## config.mk

```make
export PLATFORM = sky130hd
export DESIGN_NAME = fmgc_core
export DESIGN_NICKNAME = d
export VERILOG_FILES = /design/src/fmgc_pkg.sv /design/src/fmgc_filter.sv /design/src/fmgc_core.sv
export SDC_FILE = /design/constraint.sdc
export NUM_CORES = 1
export LEC_CHECK = 0
export ABC_AREA = 1
export BUFFER_PORTS_ARGS = -buffer_cell sky130_fd_sc_hd__buf_2
export CORE_AREA = 2 2 147 77
export CTS_BUF_LIST = sky130_fd_sc_hd__clkbuf_4 sky130_fd_sc_hd__clkbuf_8
export DETAILED_ROUTE_END_ITERATION = 12
export DIE_AREA = 0 0 149 79
export PLACE_DENSITY = 0.66
export SLEW_MARGIN = 10
export SYNTH_ARGS = -nofsm -noshare
export SYNTH_HDL_FRONTEND = slang
export SYNTH_SLANG_ARGS = --single-unit
```

## constraint.sdc

```tcl
create_clock -name ref_clk -period 3.94 [get_ports ref_clk]
set_input_delay 0.394 -clock ref_clk [delete_from_list [all_inputs] [get_ports ref_clk]]
set_output_delay 0.394 -clock ref_clk [all_outputs]
set_load 0.01 [all_outputs]
```

## src/fmgc_pkg.sv

```systemverilog
// Package with constants, codes and states for the fault monitor and gate control.
package fmgc_pkg;

    // ------------------------------------------------------------------
    // Reaction codes
    // ------------------------------------------------------------------
    localparam logic [1:0] FMGC_OV_HOLD = 2'h3;
    localparam logic [1:0] FMGC_OT_HOLD = 2'h3;
    localparam logic [2:0] FMGC_SH_NONE = 3'h0;
    localparam logic [2:0] FMGC_SH_PH_OFF = 3'h1;
    localparam logic [2:0] FMGC_SH_PH_HOLD = 3'h2;
    localparam logic [2:0] FMGC_SH_ALL_OFF = 3'h3;
    localparam logic [2:0] FMGC_SH_ALL_HOLD = 3'h4;
    localparam logic [2:0] FMGC_SH_CP_OFF = 3'h5;
    localparam logic [2:0] FMGC_SH_CP_HOLD = 3'h6;
    localparam logic [2:0] FMGC_SH_NO_DET = 3'h7;
    localparam logic [1:0] FMGC_FQ_NONE = 2'h0;
    localparam logic [1:0] FMGC_FQ_HOLD = 2'h3;

    // ------------------------------------------------------------------
    // Reset values
    // ------------------------------------------------------------------
    localparam logic [1:0] FMGC_OV_RST = 2'h0;
    localparam logic [1:0] FMGC_OT_RST = 2'h0;
    localparam logic [2:0] FMGC_SH_RST = 3'h2;
    localparam logic [2:0] FMGC_FQ_RST = 3'h0;

    // ------------------------------------------------------------------
    // Filter timing
    // ------------------------------------------------------------------
    localparam int FMGC_FILT_W = 8;
    localparam logic [7:0] FMGC_FILT_RST = 8'h04;
    localparam int FMGC_OV_FILT_CYC = 4;
    localparam int FMGC_OT_FILT_CYC = 4;
    localparam int FMGC_UV_DLY_CYC = 2;
    localparam int FMGC_CNT_W = 8;

    typedef enum logic [1:0] {
        FMGC_ST_DOWN = 2'b00,
        FMGC_ST_BIST = 2'b01,
        FMGC_ST_RUN = 2'b10,
        FMGC_ST_FAIL = 2'b11
    } fmgc_pwr_type;

endpackage : fmgc_pkg

```

## src/fmgc_filter.sv

```systemverilog
// Digital noise filter that accepts a level after a programmable stable time.
`timescale 1ns/1ps
module fmgc_filter
    import fmgc_pkg::*;
#(
    parameter int WIDTH = FMGC_FILT_W,
    parameter logic INIT = 1'b1
) (
    input wire logic ref_clk,
    input wire logic rst,
    input wire logic clk_en,
    input wire logic raw_in,
    input wire logic [WIDTH-1:0] filt_time,
    output logic filt_out
);

    typedef struct packed {
        logic [WIDTH-1:0] cnt;
        logic level;
    } fmgc_filt_type;

    fmgc_filt_type st_ff;
    fmgc_filt_type nxt_st;

    // ------------------------------------------------------------------
    // Filter
    // ------------------------------------------------------------------
    always_comb begin
        nxt_st = st_ff;
        if (raw_in == st_ff.level) begin
            nxt_st.cnt = '0;
        end else if (st_ff.cnt >= filt_time) begin
            nxt_st.level = raw_in;
            nxt_st.cnt = '0;
        end else begin
            nxt_st.cnt = st_ff.cnt + 1'b1;
        end
    end

    always_ff @(posedge ref_clk or posedge rst) begin
        if (rst) begin
            st_ff <= '{cnt: '0, level: INIT};
        end else if (clk_en) begin
            st_ff <= nxt_st;
        end
    end

    assign filt_out = st_ff.level;

endmodule : fmgc_filter

```

## src/fmgc_core.sv

```systemverilog
// Fault supervision and gate-enable logic for a three-phase pre-driver.
`timescale 1ns/1ps
module fmgc_core
    import fmgc_pkg::*;
#(
    parameter int FILT_W = FMGC_FILT_W
) (
    input wire logic ref_clk,
    input wire logic rst,
    input wire logic clk_en,
    input wire logic vcc_under_detect_a,
    input wire logic vcc_under_detect_b,
    input wire logic bist_done,
    input wire logic bist_pass,
    input wire logic vcc_over_raw,
    input wire logic [2:0] overtemp_detect_set,
    input wire logic [2:0] high_short_reference,
    input wire logic [2:0] low_short_reference,
    input wire logic [2:0] high_side_cmd,
    input wire logic [2:0] low_side_cmd,
    input wire logic [1:0] short_thresh_sel,
    input wire logic [1:0] short_time_sel,
    input wire logic monitor_tick_1mhz,
    input wire logic freq_low_cmp,
    input wire logic freq_high_cmp,
    input wire logic alarm_in_a,
    input wire logic alarm_in_b,
    input wire logic [FILT_W-1:0] alarm_filt_time,
    input wire logic [1:0] vcc_over_action_sel,
    input wire logic [1:0] overtemp_action_sel,
    input wire logic [2:0] short_action_sel,
    input wire logic [2:0] freq_action_sel,
    input wire logic clr_vcc_over_flag,
    input wire logic clr_overtemp_flag,
    input wire logic clr_short_flags,
    input wire logic clr_freq_flags,
    output logic internal_power_ok,
    output logic fault_flag_n_out,
    output logic vcc_over_detect,
    output logic vcc_over_flag,
    output logic overtemp_flag,
    output logic [5:0] short_flags,
    output logic freq_high_flag,
    output logic freq_low_flag,
    output logic charge_pump_en,
    output logic osc_en,
    output logic [1:0] short_thresh_out,
    output logic [1:0] short_time_out,
    output logic [2:0] gate_en_phase,
    output logic gate_en_relay
);

    typedef struct packed {
        fmgc_pwr_type pwr;
        logic [FMGC_CNT_W-1:0] uv_cnt;
        logic [FMGC_CNT_W-1:0] ov_cnt;
        logic [FMGC_CNT_W-1:0] ot_cnt;
        logic ov_det;
        logic ot_det;
        logic ov_flag;
        logic ot_flag;
        logic [5:0] sh_flag;
        logic [2:0] ph_off;
        logic fh_flag;
        logic fl_flag;
        logic [1:0] ov_mode;
        logic [1:0] ot_mode;
        logic [2:0] sh_mode;
        logic [2:0] fq_mode;
        logic sh_arm;
        logic tick_d;
        logic fq_cnt1;
        logic pwr_ok;
        logic fault_n;
        logic cp_en;
        logic osc;
        logic [1:0] thr;
        logic [1:0] tim;
        logic [2:0] gen;
        logic ren;
    } fmgc_core_type;

    fmgc_core_type st_ff;
    fmgc_core_type nxt_st;
    logic alarm_a_f;
    logic alarm_b_f;
    logic uv_raw;
    logic [5:0] sh_raw;
    logic drv_off;
    logic cp_off;
    logic any_flag;
    logic tick_rise;
    logic tick_fall;

    // ------------------------------------------------------------------
    // Alarm filters
    // ------------------------------------------------------------------
    fmgc_filter #(.WIDTH(FILT_W), .INIT(1'b0)) u_filt_a (
        .ref_clk(ref_clk),
        .rst(rst),
        .clk_en(clk_en),
        .raw_in(alarm_in_a),
        .filt_time(alarm_filt_time),
        .filt_out(alarm_a_f)
    );

    fmgc_filter #(.WIDTH(FILT_W), .INIT(1'b0)) u_filt_b (
        .ref_clk(ref_clk),
        .rst(rst),
        .clk_en(clk_en),
        .raw_in(alarm_in_b),
        .filt_time(alarm_filt_time),
        .filt_out(alarm_b_f)
    );

    // ------------------------------------------------------------------
    // Next state
    // ------------------------------------------------------------------
    always_comb begin
        nxt_st = st_ff;
        uv_raw = vcc_under_detect_a | vcc_under_detect_b;
        tick_rise = monitor_tick_1mhz & ~st_ff.tick_d;
        tick_fall = ~monitor_tick_1mhz & st_ff.tick_d;
        nxt_st.tick_d = monitor_tick_1mhz;
        nxt_st.thr = short_thresh_sel;
        nxt_st.tim = short_time_sel;
        // Undervoltage delay and power sequencing.
        if (uv_raw) begin
            if (st_ff.uv_cnt >= FMGC_CNT_W'(FMGC_UV_DLY_CYC)) begin
                nxt_st.pwr = FMGC_ST_DOWN;
            end else begin
                nxt_st.uv_cnt = st_ff.uv_cnt + 1'b1;
            end
        end else begin
            nxt_st.uv_cnt = '0;
        end
        unique case (st_ff.pwr)
            FMGC_ST_DOWN: begin
                if (!uv_raw) begin
                    nxt_st.pwr = FMGC_ST_BIST;
                end
            end
            FMGC_ST_BIST: begin
                if (bist_done && st_ff.pwr == nxt_st.pwr) begin
                    nxt_st.pwr = bist_pass ? FMGC_ST_RUN : FMGC_ST_FAIL;
                end
            end
            FMGC_ST_RUN: begin
            end
            FMGC_ST_FAIL: begin
            end
        endcase
        // Overvoltage filter and flag.
        if (vcc_over_raw) begin
            if (st_ff.ov_cnt >= FMGC_CNT_W'(FMGC_OV_FILT_CYC)) begin
                nxt_st.ov_det = 1'b1;
            end else begin
                nxt_st.ov_cnt = st_ff.ov_cnt + 1'b1;
            end
        end else begin
            nxt_st.ov_cnt = '0;
            nxt_st.ov_det = 1'b0;
        end
        if (clr_vcc_over_flag && !st_ff.ov_det) begin
            nxt_st.ov_flag = 1'b0;
        end
        if (nxt_st.ov_det) begin
            nxt_st.ov_flag = 1'b1;
        end
        if (!st_ff.ov_flag && !st_ff.ov_det) begin
            nxt_st.ov_mode = vcc_over_action_sel;
        end
        // Overtemperature filter and flag.
        if (|overtemp_detect_set) begin
            if (st_ff.ot_cnt >= FMGC_CNT_W'(FMGC_OT_FILT_CYC)) begin
                nxt_st.ot_det = 1'b1;
            end else begin
                nxt_st.ot_cnt = st_ff.ot_cnt + 1'b1;
            end
        end else begin
            nxt_st.ot_cnt = '0;
            nxt_st.ot_det = 1'b0;
        end
        if (clr_overtemp_flag && !st_ff.ot_det) begin
            nxt_st.ot_flag = 1'b0;
        end
        if (nxt_st.ot_det) begin
            nxt_st.ot_flag = 1'b1;
        end
        if (!st_ff.ot_flag && !st_ff.ot_det) begin
            nxt_st.ot_mode = overtemp_action_sel;
        end
        // Short detection, armed by an alarm low and idle while drivers are off.
        if (!alarm_a_f || !alarm_b_f) begin
            nxt_st.sh_arm = 1'b1;
        end
        sh_raw[2:0] = low_short_reference & low_side_cmd;
        sh_raw[5:3] = high_short_reference & high_side_cmd;
        if (clr_short_flags) begin
            nxt_st.sh_flag = '0;
            nxt_st.ph_off = '0;
        end
        if (st_ff.sh_arm && st_ff.pwr == FMGC_ST_RUN && st_ff.sh_mode != FMGC_SH_NO_DET
                && |st_ff.gen) begin
            nxt_st.sh_flag = nxt_st.sh_flag | sh_raw;
        end
        if (!(|st_ff.sh_flag)) begin
            nxt_st.sh_mode = short_action_sel;
        end
        // Phase-only reactions: hold keeps the phase off until the flag clears.
        for (int i = 0; i < 3; i++) begin
            if ((st_ff.sh_mode == FMGC_SH_PH_OFF || st_ff.sh_mode == FMGC_SH_PH_HOLD)
                    && (sh_raw[i] || sh_raw[i+3]) && nxt_st.sh_flag[i] | nxt_st.sh_flag[i+3]) begin
                nxt_st.ph_off[i] = 1'b1;
            end else if (st_ff.sh_mode == FMGC_SH_PH_OFF) begin
                nxt_st.ph_off[i] = 1'b0;
            end
        end
        // Frequency monitors.
        if (st_ff.fq_mode[2]) begin
            nxt_st.fq_cnt1 = 1'b0;
        end else begin
            if (tick_rise && freq_low_cmp) begin
                nxt_st.fl_flag = 1'b1;
            end
            if (tick_rise) begin
                nxt_st.fq_cnt1 = 1'b1;
            end else if (tick_fall) begin
                nxt_st.fq_cnt1 = 1'b0;
                if (st_ff.fq_cnt1 && freq_high_cmp) begin
                    nxt_st.fh_flag = 1'b1;
                end
            end
        end
        if (clr_freq_flags && !freq_low_cmp && !freq_high_cmp) begin
            nxt_st.fl_flag = nxt_st.fl_flag & tick_rise & freq_low_cmp;
            nxt_st.fh_flag = 1'b0;
        end
        if (!st_ff.fl_flag && !st_ff.fh_flag) begin
            nxt_st.fq_mode = freq_action_sel;
        end
        // Off requests from each reaction mode.
        drv_off = 1'b0;
        cp_off = 1'b0;
        if (st_ff.ov_det || (st_ff.ov_flag && st_ff.ov_mode == FMGC_OV_HOLD)) begin
            drv_off = st_ff.ov_mode != 2'h0;
            cp_off = st_ff.ov_mode[1];
        end
        if (st_ff.ot_det || (st_ff.ot_flag && st_ff.ot_mode == FMGC_OT_HOLD)) begin
            drv_off = drv_off | (st_ff.ot_mode != 2'h0);
            cp_off = cp_off | st_ff.ot_mode[1];
        end
        if (|st_ff.sh_flag) begin
            if ((st_ff.sh_mode == FMGC_SH_ALL_OFF || st_ff.sh_mode == FMGC_SH_CP_OFF)
                    && |sh_raw) begin
                drv_off = 1'b1;
                cp_off = cp_off | (st_ff.sh_mode == FMGC_SH_CP_OFF);
            end
            if (st_ff.sh_mode == FMGC_SH_ALL_HOLD || st_ff.sh_mode == FMGC_SH_CP_HOLD) begin
                drv_off = 1'b1;
                cp_off = cp_off | (st_ff.sh_mode == FMGC_SH_CP_HOLD);
            end
        end
        if (!st_ff.fq_mode[2] && st_ff.fq_mode != FMGC_FQ_NONE && (st_ff.fl_flag || st_ff.fh_flag)
                && (freq_low_cmp || freq_high_cmp || st_ff.fq_mode[1:0] == FMGC_FQ_HOLD)) begin
            drv_off = 1'b1;
            cp_off = cp_off | st_ff.fq_mode[1];
        end
        any_flag = st_ff.ov_flag | st_ff.ot_flag | (|st_ff.sh_flag) | st_ff.fl_flag
            | st_ff.fh_flag;
        // Outputs.
        nxt_st.pwr_ok = (nxt_st.pwr != FMGC_ST_DOWN);
        nxt_st.osc = nxt_st.pwr_ok;
        nxt_st.cp_en = (st_ff.pwr == FMGC_ST_RUN) && !cp_off;
        nxt_st.fault_n = (st_ff.pwr == FMGC_ST_RUN) && !any_flag && !st_ff.ov_det;
        for (int i = 0; i < 3; i++) begin
            nxt_st.gen[i] = st_ff.pwr_ok && st_ff.pwr == FMGC_ST_RUN && alarm_a_f && alarm_b_f
                && !drv_off && !st_ff.ph_off[i];
        end
        nxt_st.ren = st_ff.pwr_ok && st_ff.pwr == FMGC_ST_RUN && alarm_a_f && alarm_b_f
            && !drv_off;
        if (st_ff.pwr != FMGC_ST_RUN) begin
            nxt_st.sh_arm = 1'b0;
        end
    end

    // ------------------------------------------------------------------
    // State register
    // ------------------------------------------------------------------
    always_ff @(posedge ref_clk or posedge rst) begin
        if (rst) begin
            st_ff <= '{pwr: FMGC_ST_DOWN, uv_cnt: '0, ov_cnt: '0, ot_cnt: '0, ov_det: 1'b0,
                ot_det: 1'b0, ov_flag: 1'b0, ot_flag: 1'b0, sh_flag: '0, ph_off: '0,
                fh_flag: 1'b0, fl_flag: 1'b0, ov_mode: FMGC_OV_RST, ot_mode: FMGC_OT_RST,
                sh_mode: FMGC_SH_RST, fq_mode: FMGC_FQ_RST, sh_arm: 1'b0, tick_d: 1'b0,
                fq_cnt1: 1'b0, pwr_ok: 1'b0, fault_n: 1'b0, cp_en: 1'b0, osc: 1'b0,
                thr: '0, tim: '0, gen: '0, ren: 1'b0};
        end else if (clk_en) begin
            st_ff <= nxt_st;
        end
    end

    assign internal_power_ok = st_ff.pwr_ok;
    assign fault_flag_n_out = st_ff.fault_n;
    assign vcc_over_detect = st_ff.ov_det;
    assign vcc_over_flag = st_ff.ov_flag;
    assign overtemp_flag = st_ff.ot_flag;
    assign short_flags = st_ff.sh_flag;
    assign freq_high_flag = st_ff.fh_flag;
    assign freq_low_flag = st_ff.fl_flag;
    assign charge_pump_en = st_ff.cp_en;
    assign osc_en = st_ff.osc;
    assign short_thresh_out = st_ff.thr;
    assign short_time_out = st_ff.tim;
    assign gate_en_phase = st_ff.gen;
    assign gate_en_relay = st_ff.ren;

endmodule : fmgc_core

```

==> out/results.txt, run 1 <==
clk sinks - 83
largest net degree at the start of global routing - 59
P_leak - 2.82 nW
critical path required time - 4230 ps
Total GRT Usage - 19.3%
Fin. Hold Viols - 0
antenna violations before repair - 0
initial DRC count - 278
Final ANT Viol Nets - 0
number of global-route vias before repair - 3560
crit-path max FO - 43
dominant cells by area after synthesis - dfrtp_1, nand2_1, inv_1, ha_1, nor2_1
Die ar. - 11800 µm²
post-detail-place hpwl - 8060 µm
row count - 27
clk root buf - clkbuf_8
first-pass GRT wire length - 17600 µm
worst r2r dst - u_filt_b.filt_out$_DFFE_PP0P_
Gate power share - 28.2%
Post-Syn Instances - 583
Int Pwr - 0.00157 W
actual slew at the worst max-slew pin - 1010 ps
PortBufs - 76
Overflow after GRT - 0
RSZ-0062 raised after global routing - false
post-synthesis sequential area ratio - 44.6%
H-tree depth - 3
VDD IR-drop max - 0.186 mV
Vias - 3774
Setup TNS - 0 ps
die width - 149 µm
Switching Share - 35.7%
layout cells sized above 1 - 19.1%
RePlAce Congestion - 0.849
max-cap viol count - 0
crit path kind - primary input to flip-flop
PD cells - 463 nW/µm²
Antenna Cells - 0
Post-Syn Area - 4660 µm²
Net Count, Synth - 661
CTS Buf Count - 9
worst-case reg-to-reg path depth - 8
Resize count post-CTS - 0
Critical Path AT - 1940 ps
worst reg2reg startpoint - u_filt_b.st_ff[8]$_DFFE_PP0P_
max-slew violations - 0
WL per Instance - 13.0 µm
Worst R2R Setup Slack - 2340 ps
syn avg cell area - 7.99 µm²
clk_skew - 2.89 ps
Final Setup Violations - 0
Ys Warns - 0
clock-pin slew on the worst setup and hold paths - 80 ps
Max-slew headroom - 32.6%
routed wire length - 10400 µm
share of power burned in registers - 46.8%
Bufs on Longest Clock Path - 2
die height - 79 µm
Clk network pwr share - 25.0%
Hold WC Path Type - primary input to async pin
Initial Util - 43.9%
Worst Setup Start Kind - primary input
post-layout min period - 1650 ps
Max Clk Rate - 607 MHz
DRC violations left - 0
Layout area overhead - 13.0%
Post-synth EDFFs - 0
Synth cell types - 39
worst hold slack - 216 ps
IO Count - 77
core footprint - 10600 µm²
mean number of vias per cell - 4.72
status - completed
Synth area leader - dfrtp_1
NumNets Final - 727
drt first pass iters - 5
CP Capture Type - flip-flop
Synth Flop Type - dfrtp_1
CTS tree - built
Post-CTS Repair Setup Buffers - 0
Worst-Skew Late Latency - 370 ps
fin crit share - 41.8%
sw power - 0.000871 W
Seq cells post-synth - 83
Post-synth ARST share - 100%
# hold bufs at CTS - 0
area share of the largest cell type after synthesis - 44.1%
[worst max-delay path, stage by stage]
cell and delay (ps):
buf_2 540, inv_4 380, a21oi_4 250, nand4_4 170
o21ai_1 160
[worst max-delay path by stage]
| stage | start | to | slack (ps) | depth (start not counted) |
|---|---|---|---|---|
| 6_report | clk_en | u_filt_a.st_ff[4]$_DFFE_PP0P_ | 2290 | 5 |
| 5_1_grt | clk_en | u_filt_a.st_ff[5]$_DFFE_PP0P_ | 2140 | 5 |
| 4_1_cts | clk_en | u_filt_a.st_ff[4]$_DFFE_PP0P_ | 2320 | 5 |
| 3_5_place_dp | clk_en | u_filt_a.st_ff[4]$_DFFE_PP0P_ | 1910 | 5 |
| 3_3_place_gp | clk_en | u_filt_a.st_ff[1]$_DFFE_PP0P_ | 1990 | 5 |
| 2_1_floorplan | rst | charge_pump_en$_DFFE_PP0P_ | 1410 | 1 |
[cell type report]
class	instances	area, µm²
multi-input cells	391	2090
fillers	1040	5350
clock inverters	5	53.8
inverters	87	332
flip-flops and latches	83	2080
well taps	145	181
clock buffers	11	139
repair buffers	77	388
[power groups by stage]
stage	registers (W)	logic [W]	clock network, W
detailed placement	0.00116	0.000686	0
CTS	0.00114	0.000689	0.000631
finish	0.00114	0.000687	0.000610
global placement	0.00115	0.000664	0
floorplan	0.00113	0.000511	0
global route	0.00117	0.000793	0.000670
[logic make-up (layout without fill, tap and decap cells)]
group / after synthesis / after routing / synth area share [%]
flip-flops: 83 / 83 / 44.6
XOR/XNOR: 12 / 12 / 2.26
adder cells (fa/ha/maj): 24 / 24 / 6.45
multiplexers: 3 / 3 / 0.726
buffers and inverters: 109 / 180 / 10.5
AO/OA/AOI/OAI: 65 / 65 / 7.69
AND/OR/NAND/NOR: 287 / 287 / 27.7
[Yosys cell counts (all sizes together) (2+ instances only)]
cell type  count
nor3           7
nand2        162
clkinv         2
dfrtp         82
buf           22
o21ai         43
ha            24
nor2          68
mux2           3
xor2           7
nand3b         2
nand3         33
inv           85
nand4         14
a21o           2
xnor2          5
a21oi         18
[placed cells by master, fill, tap and decap left out, types with 3 or more instances in the layout]
cell type / n
nor3_2: 4
dfrtp_1: 82
mux2_2: 3
xnor2_1: 5
nor2_1: 61
o21ai_0: 24
nand4_1: 10
a21oi_1: 15
o21ai_1: 18
nor3_1: 3
buf_2: 76
ha_1: 24
clkinv_2: 5
clkbuf_8: 9
xor2_1: 7
inv_1: 81
nor2_2: 5
nand2_1: 160
nand3_1: 31
[state kept, by name, summed over array words and instances (netlist names)]
| signal | cells |
|---|---|
| charge_pump_en | 1 |
| fault_flag_n_out | 1 |
| freq_high_flag | 1 |
| freq_low_flag | 1 |
| gate_en_phase | 3 |
| gate_en_relay | 1 |
| osc_en | 1 |
| overtemp_flag | 1 |
| short_flags | 6 |
| short_thresh_out | 2 |
| short_time_out | 2 |
| st_ff | 43 |
| u_filt_a.filt_out | 1 |
| u_filt_a.st_ff | 8 |
| u_filt_b.filt_out | 1 |
| u_filt_b.st_ff | 8 |
| vcc_over_detect | 1 |
| vcc_over_flag | 1 |
[per-layer routing]
metal  vias up  track usage, %  routed length [µm]
met5         -               0                   0
met4         0            4.10                  72
met3        10            5.34                 621
met2        85            26.4                4210
met1      1724            29.9                5500
li1       1955               -                   -
[metrics by stage]
step | power [W] | worst slack (ps) | std cells | util [%] | area, µm²
2_1_floorplan | 0.00164 | 1410 | 583 | - | 4660
3_3_place_gp | 0.00181 | 1990 | 783 | 47.8 | 5070
3_5_place_dp | 0.00184 | 1910 | 783 | 47.8 | 5070
4_1_cts | 0.00246 | 2320 | 799 | 49.6 | 5260
5_1_grt | 0.00263 | 2140 | 799 | 49.6 | 5260
6_report | 0.00244 | 2290 | 799 | 49.6 | 5260
No activity file was read; power rests on OpenSTA's default activity.
==> run 2, diff against run 1 <==
==> constraint.sdc (replaced) <==
create_clock -name ref_clk -period 1.65 [get_ports ref_clk]
set_input_delay 0.165 -clock ref_clk [delete_from_list [all_inputs] [get_ports ref_clk]]
set_output_delay 0.165 -clock ref_clk [all_outputs]
set_load 0.01 [all_outputs]
==> run 2 against run 1 <==
Clock-buffer cell count unchanged. Worst hold slack got worse by 200 ps. Critical path depth increased by 3. Final cell count increased by 1.9%. Largest cell class unchanged.
==> out/results.txt, run 2 (synthesis gave the netlist of run 1 again) <==
status - completed (unchanged)
Vias - 3948 (was 3774)
Fin. Hold Viols - 0 (unchanged)
layout cells sized above 1 - 22.4% (was 19.1%)
Final Cell Area - 5470 µm² (was 5260 µm²)
antenna violations before repair - 0 (unchanged)
Final Setup Violations - 0 (unchanged)
Worst Setup EP - u_filt_b.filt_out$_DFFE_PP0P_ (was u_filt_a.st_ff[4]$_DFFE_PP0P_)
core footprint - 10600 µm² (unchanged)
Max-slew headroom - 68.8% (was 32.6%)
RePlAce Congestion - 0.885 (was 0.849)
number of flip-flops under the largest register name - 43 (unchanged)
worst r2r dst - u_filt_b.filt_out$_DFFE_PP0P_ (unchanged)
NumNets Final - 742 (was 727)
worst reg2reg startpoint - u_filt_b.st_ff[8]$_DFFE_PP0P_ (unchanged)
fin crit share - 93.3%
largest net degree at the start of global routing - 84 (was 59)
IO Count - 77 (unchanged)
initial DRC count - 350 (was 278)
worst hold slack - 18.2 ps (was 216 ps)
max-slew violations - 0 (unchanged)
Overflow after GRT - 0 (unchanged)
Max Clk Rate - 649 MHz
clk sinks - 83 (unchanged)
drt first pass iters - 4 (was 5)
pre-CTS setup slack - 69.9 ps (was 1910 ps)
row count - 27 (unchanged)
Layout area overhead - 17.5% (was 13.0%)
first-pass GRT wire length - 18200 µm (was 17600 µm)
post-layout min period - 1540 ps
worst-case reg-to-reg path depth - 8 (unchanged)
Total GRT Usage - 19.8% (was 19.3%)
Worst Setup Start Kind - flip-flop (was primary input)
max-cap viol count - 0 (unchanged)
routed wire length - 11000 µm (was 10400 µm)
clock-pin slew on the worst setup and hold paths - 90 ps (was 80 ps)
RSZ-0062 raised after global routing - true (was false)
Antenna Cells - 0 (unchanged)
mean number of vias per cell - 4.85 (was 4.72)
Slowest-stage cell, CP - dfrtp_1 (was buf_2)
Critical Path AT - 1790 ps (was 1940 ps)
die height - 79 µm (unchanged)
Die ar. - 11800 µm² (unchanged)
crit path kind - flip-flop to flip-flop (was primary input to flip-flop)
H-tree depth - 3 (unchanged)
number of global-route vias before repair - 3658 (was 3560)
CTS Buf Count - 9 (unchanged)
largest register by flop count - st_ff (unchanged)
final setup margin - 110 ps (was 2290 ps)
VDD IR-drop max - 0.498 mV (was 0.186 mV)
commonest non-fill, non-tap cell in the layout - nand2_1 (unchanged)
final core utilization - 51.6% (was 49.6%)
CP Buf/Inv Count - 1 (was 2)
Worst R2R Setup Slack - 110 ps (was 2340 ps)
Final ANT Viol Nets - 0 (unchanged)
Crit path depth - 8 (was 5)
die width - 149 µm (unchanged)
Initial Util - 43.9% (unchanged)
CTS tree - built (unchanged)
PD cells - 1080 nW/µm² (was 463 nW/µm²)
P_leak - 2.91 nW (was 2.82 nW)
crit-path max FO - 3 (was 43)
CP most frequent cell - nand2_1
Hold WC Path Type - primary input to flip-flop (was primary input to async pin)
clk root buf - clkbuf_8 (unchanged)
DP Area - 5150 µm² (was 5070 µm²)
DRC violations left - 0 (unchanged)
Bufs on Longest Clock Path - 2 (unchanged)
post-detail-place hpwl - 8330 µm (was 8060 µm)
Worst Setup SP - u_filt_b.st_ff[8]$_DFFE_PP0P_ (was clk_en)
Top Registers - st_ff (43), u_filt_a.st_ff (8), u_filt_b.st_ff (8) (unchanged)
hold_sp - short_thresh_sel[0]
CP Capture Type - flip-flop (unchanged)
Top delay family on crit path - simple AND/OR/NAND/NOR gates (was buffers and inverters)
most frequent cells in the layout - nand2_1, inv_1, dfrtp_1, buf_2, nor2_1 (was nand2_1, dfrtp_1, inv_1, buf_2, nor2_1)
critical path required time - 1900 ps (was 4230 ps)
actual slew at the worst max-slew pin - 468 ps (was 1010 ps)
slowest stage delay, CP - 420 ps (was 540 ps)
Worst-Skew Late Latency - 350 ps (was 370 ps)
clk_skew - 11.2 ps (was 2.89 ps)
WL per Instance - 13.5 µm (was 13.0 µm)
Cell Chain, Critical Path - ha_1 > nand2_1 > nor2_2 > nand4_2 > nand3_2 > nand3_1 > nand2_1 > inv_1 (was buf_2 > inv_4 > a21oi_4 > nand4_4 > o21ai_1)
PortBufs - 76 (unchanged)
total power - 0.00592 W (was 0.00244 W)
==> run 2: changes by cell type in the layout (fill, tap and decap cells not counted), moves of 2 or more <==
cell,change
buf_12,+3
buf_4,+10
clkinv_2,-2
clkinvlp_4,+3
dfrtp_1,-4
dfrtp_2,+4
dlygate4sd3_1,+2
ha_1,-2
ha_4,+2
nand3_1,-2
nand3_2,+2
nor2_1,-2
nor2_2,+2
==> run 2: area by class of cell <==
cell class | instances | area, µm²
Fill cell | 1029 | 5140
Multi-Input combinational cell | 391 | 2130
Sequential cell | 83 | 2080
Timing Repair Buffer | 92 | 543
Inverter | 87 | 334
Tap cell | 145 | 181
Clock buffer | 11 | 139
Clock inverter | 5 | 55.1
==> run 2: power breakdown <==
group	internal (W)	switching, W	total, W
Combinational	0.000658	0.00107	0.00172
Clock	0.000729	0.000738	0.00147
Sequential	0.00240	0.000322	0.00273
Total	0.00379	0.00213	0.00592
==> run 2: layer usage <==
| metal | share of wire (%) | routed length (µm) | track usage (%) |
|---|---|---|---|
| met5 | 0 | 0 | 0 |
| met4 | 0.64 | 70 | 3.33 |
| met1 | 54 | 5940 | 31.1 |
| met2 | 40 | 4380 | 27.5 |
| met3 | 5.6 | 615 | 5.11 |
==> run 2: worst min-delay path by stage <==
| stage | to | slack [ps] | cells after the start |
|---|---|---|---|
| after floorplan | st_ff[23]$_DFFE_PP0P_ | 280 | 2 |
| after global placement | short_time_out[1]$_DFFE_PP0P_ | 330 | 3 |
| after detailed placement | short_time_out[1]$_DFFE_PP0P_ | 320 | 3 |
| after CTS | short_thresh_out[0]$_DFFE_PP0P_ | 0.7 | 3 |
| after global routing | short_time_out[1]$_DFFE_PP0P_ | 20 | 3 |
| final | short_thresh_out[0]$_DFFE_PP0P_ | 20 | 3 |
==> run 2: metrics by stage <==
step                setup TNS [ps]  std cells
CTS                              0        807
global route                 -25.4        814
detailed placement               0        789
floorplan                        0        583
finish                           0        814
global placement                 0        789
==> run 2: worst reg2reg max path: stages, from the launching register on <==
cell     delay, ps
dfrtp_1        420
ha_1           300
nand2_1        100
nor2_2         160
nand4_2        150
nand3_2        140
nand3_1         70
nand2_1         80
inv_1           30
==> run 2: repair_timing <==
item	CTS	global route
setup buffers	0	7
gates resized for setup	0	12
hold endpoints to repair	83	0
hold buffers	2	0
endpoints found under the setup margin	0	14
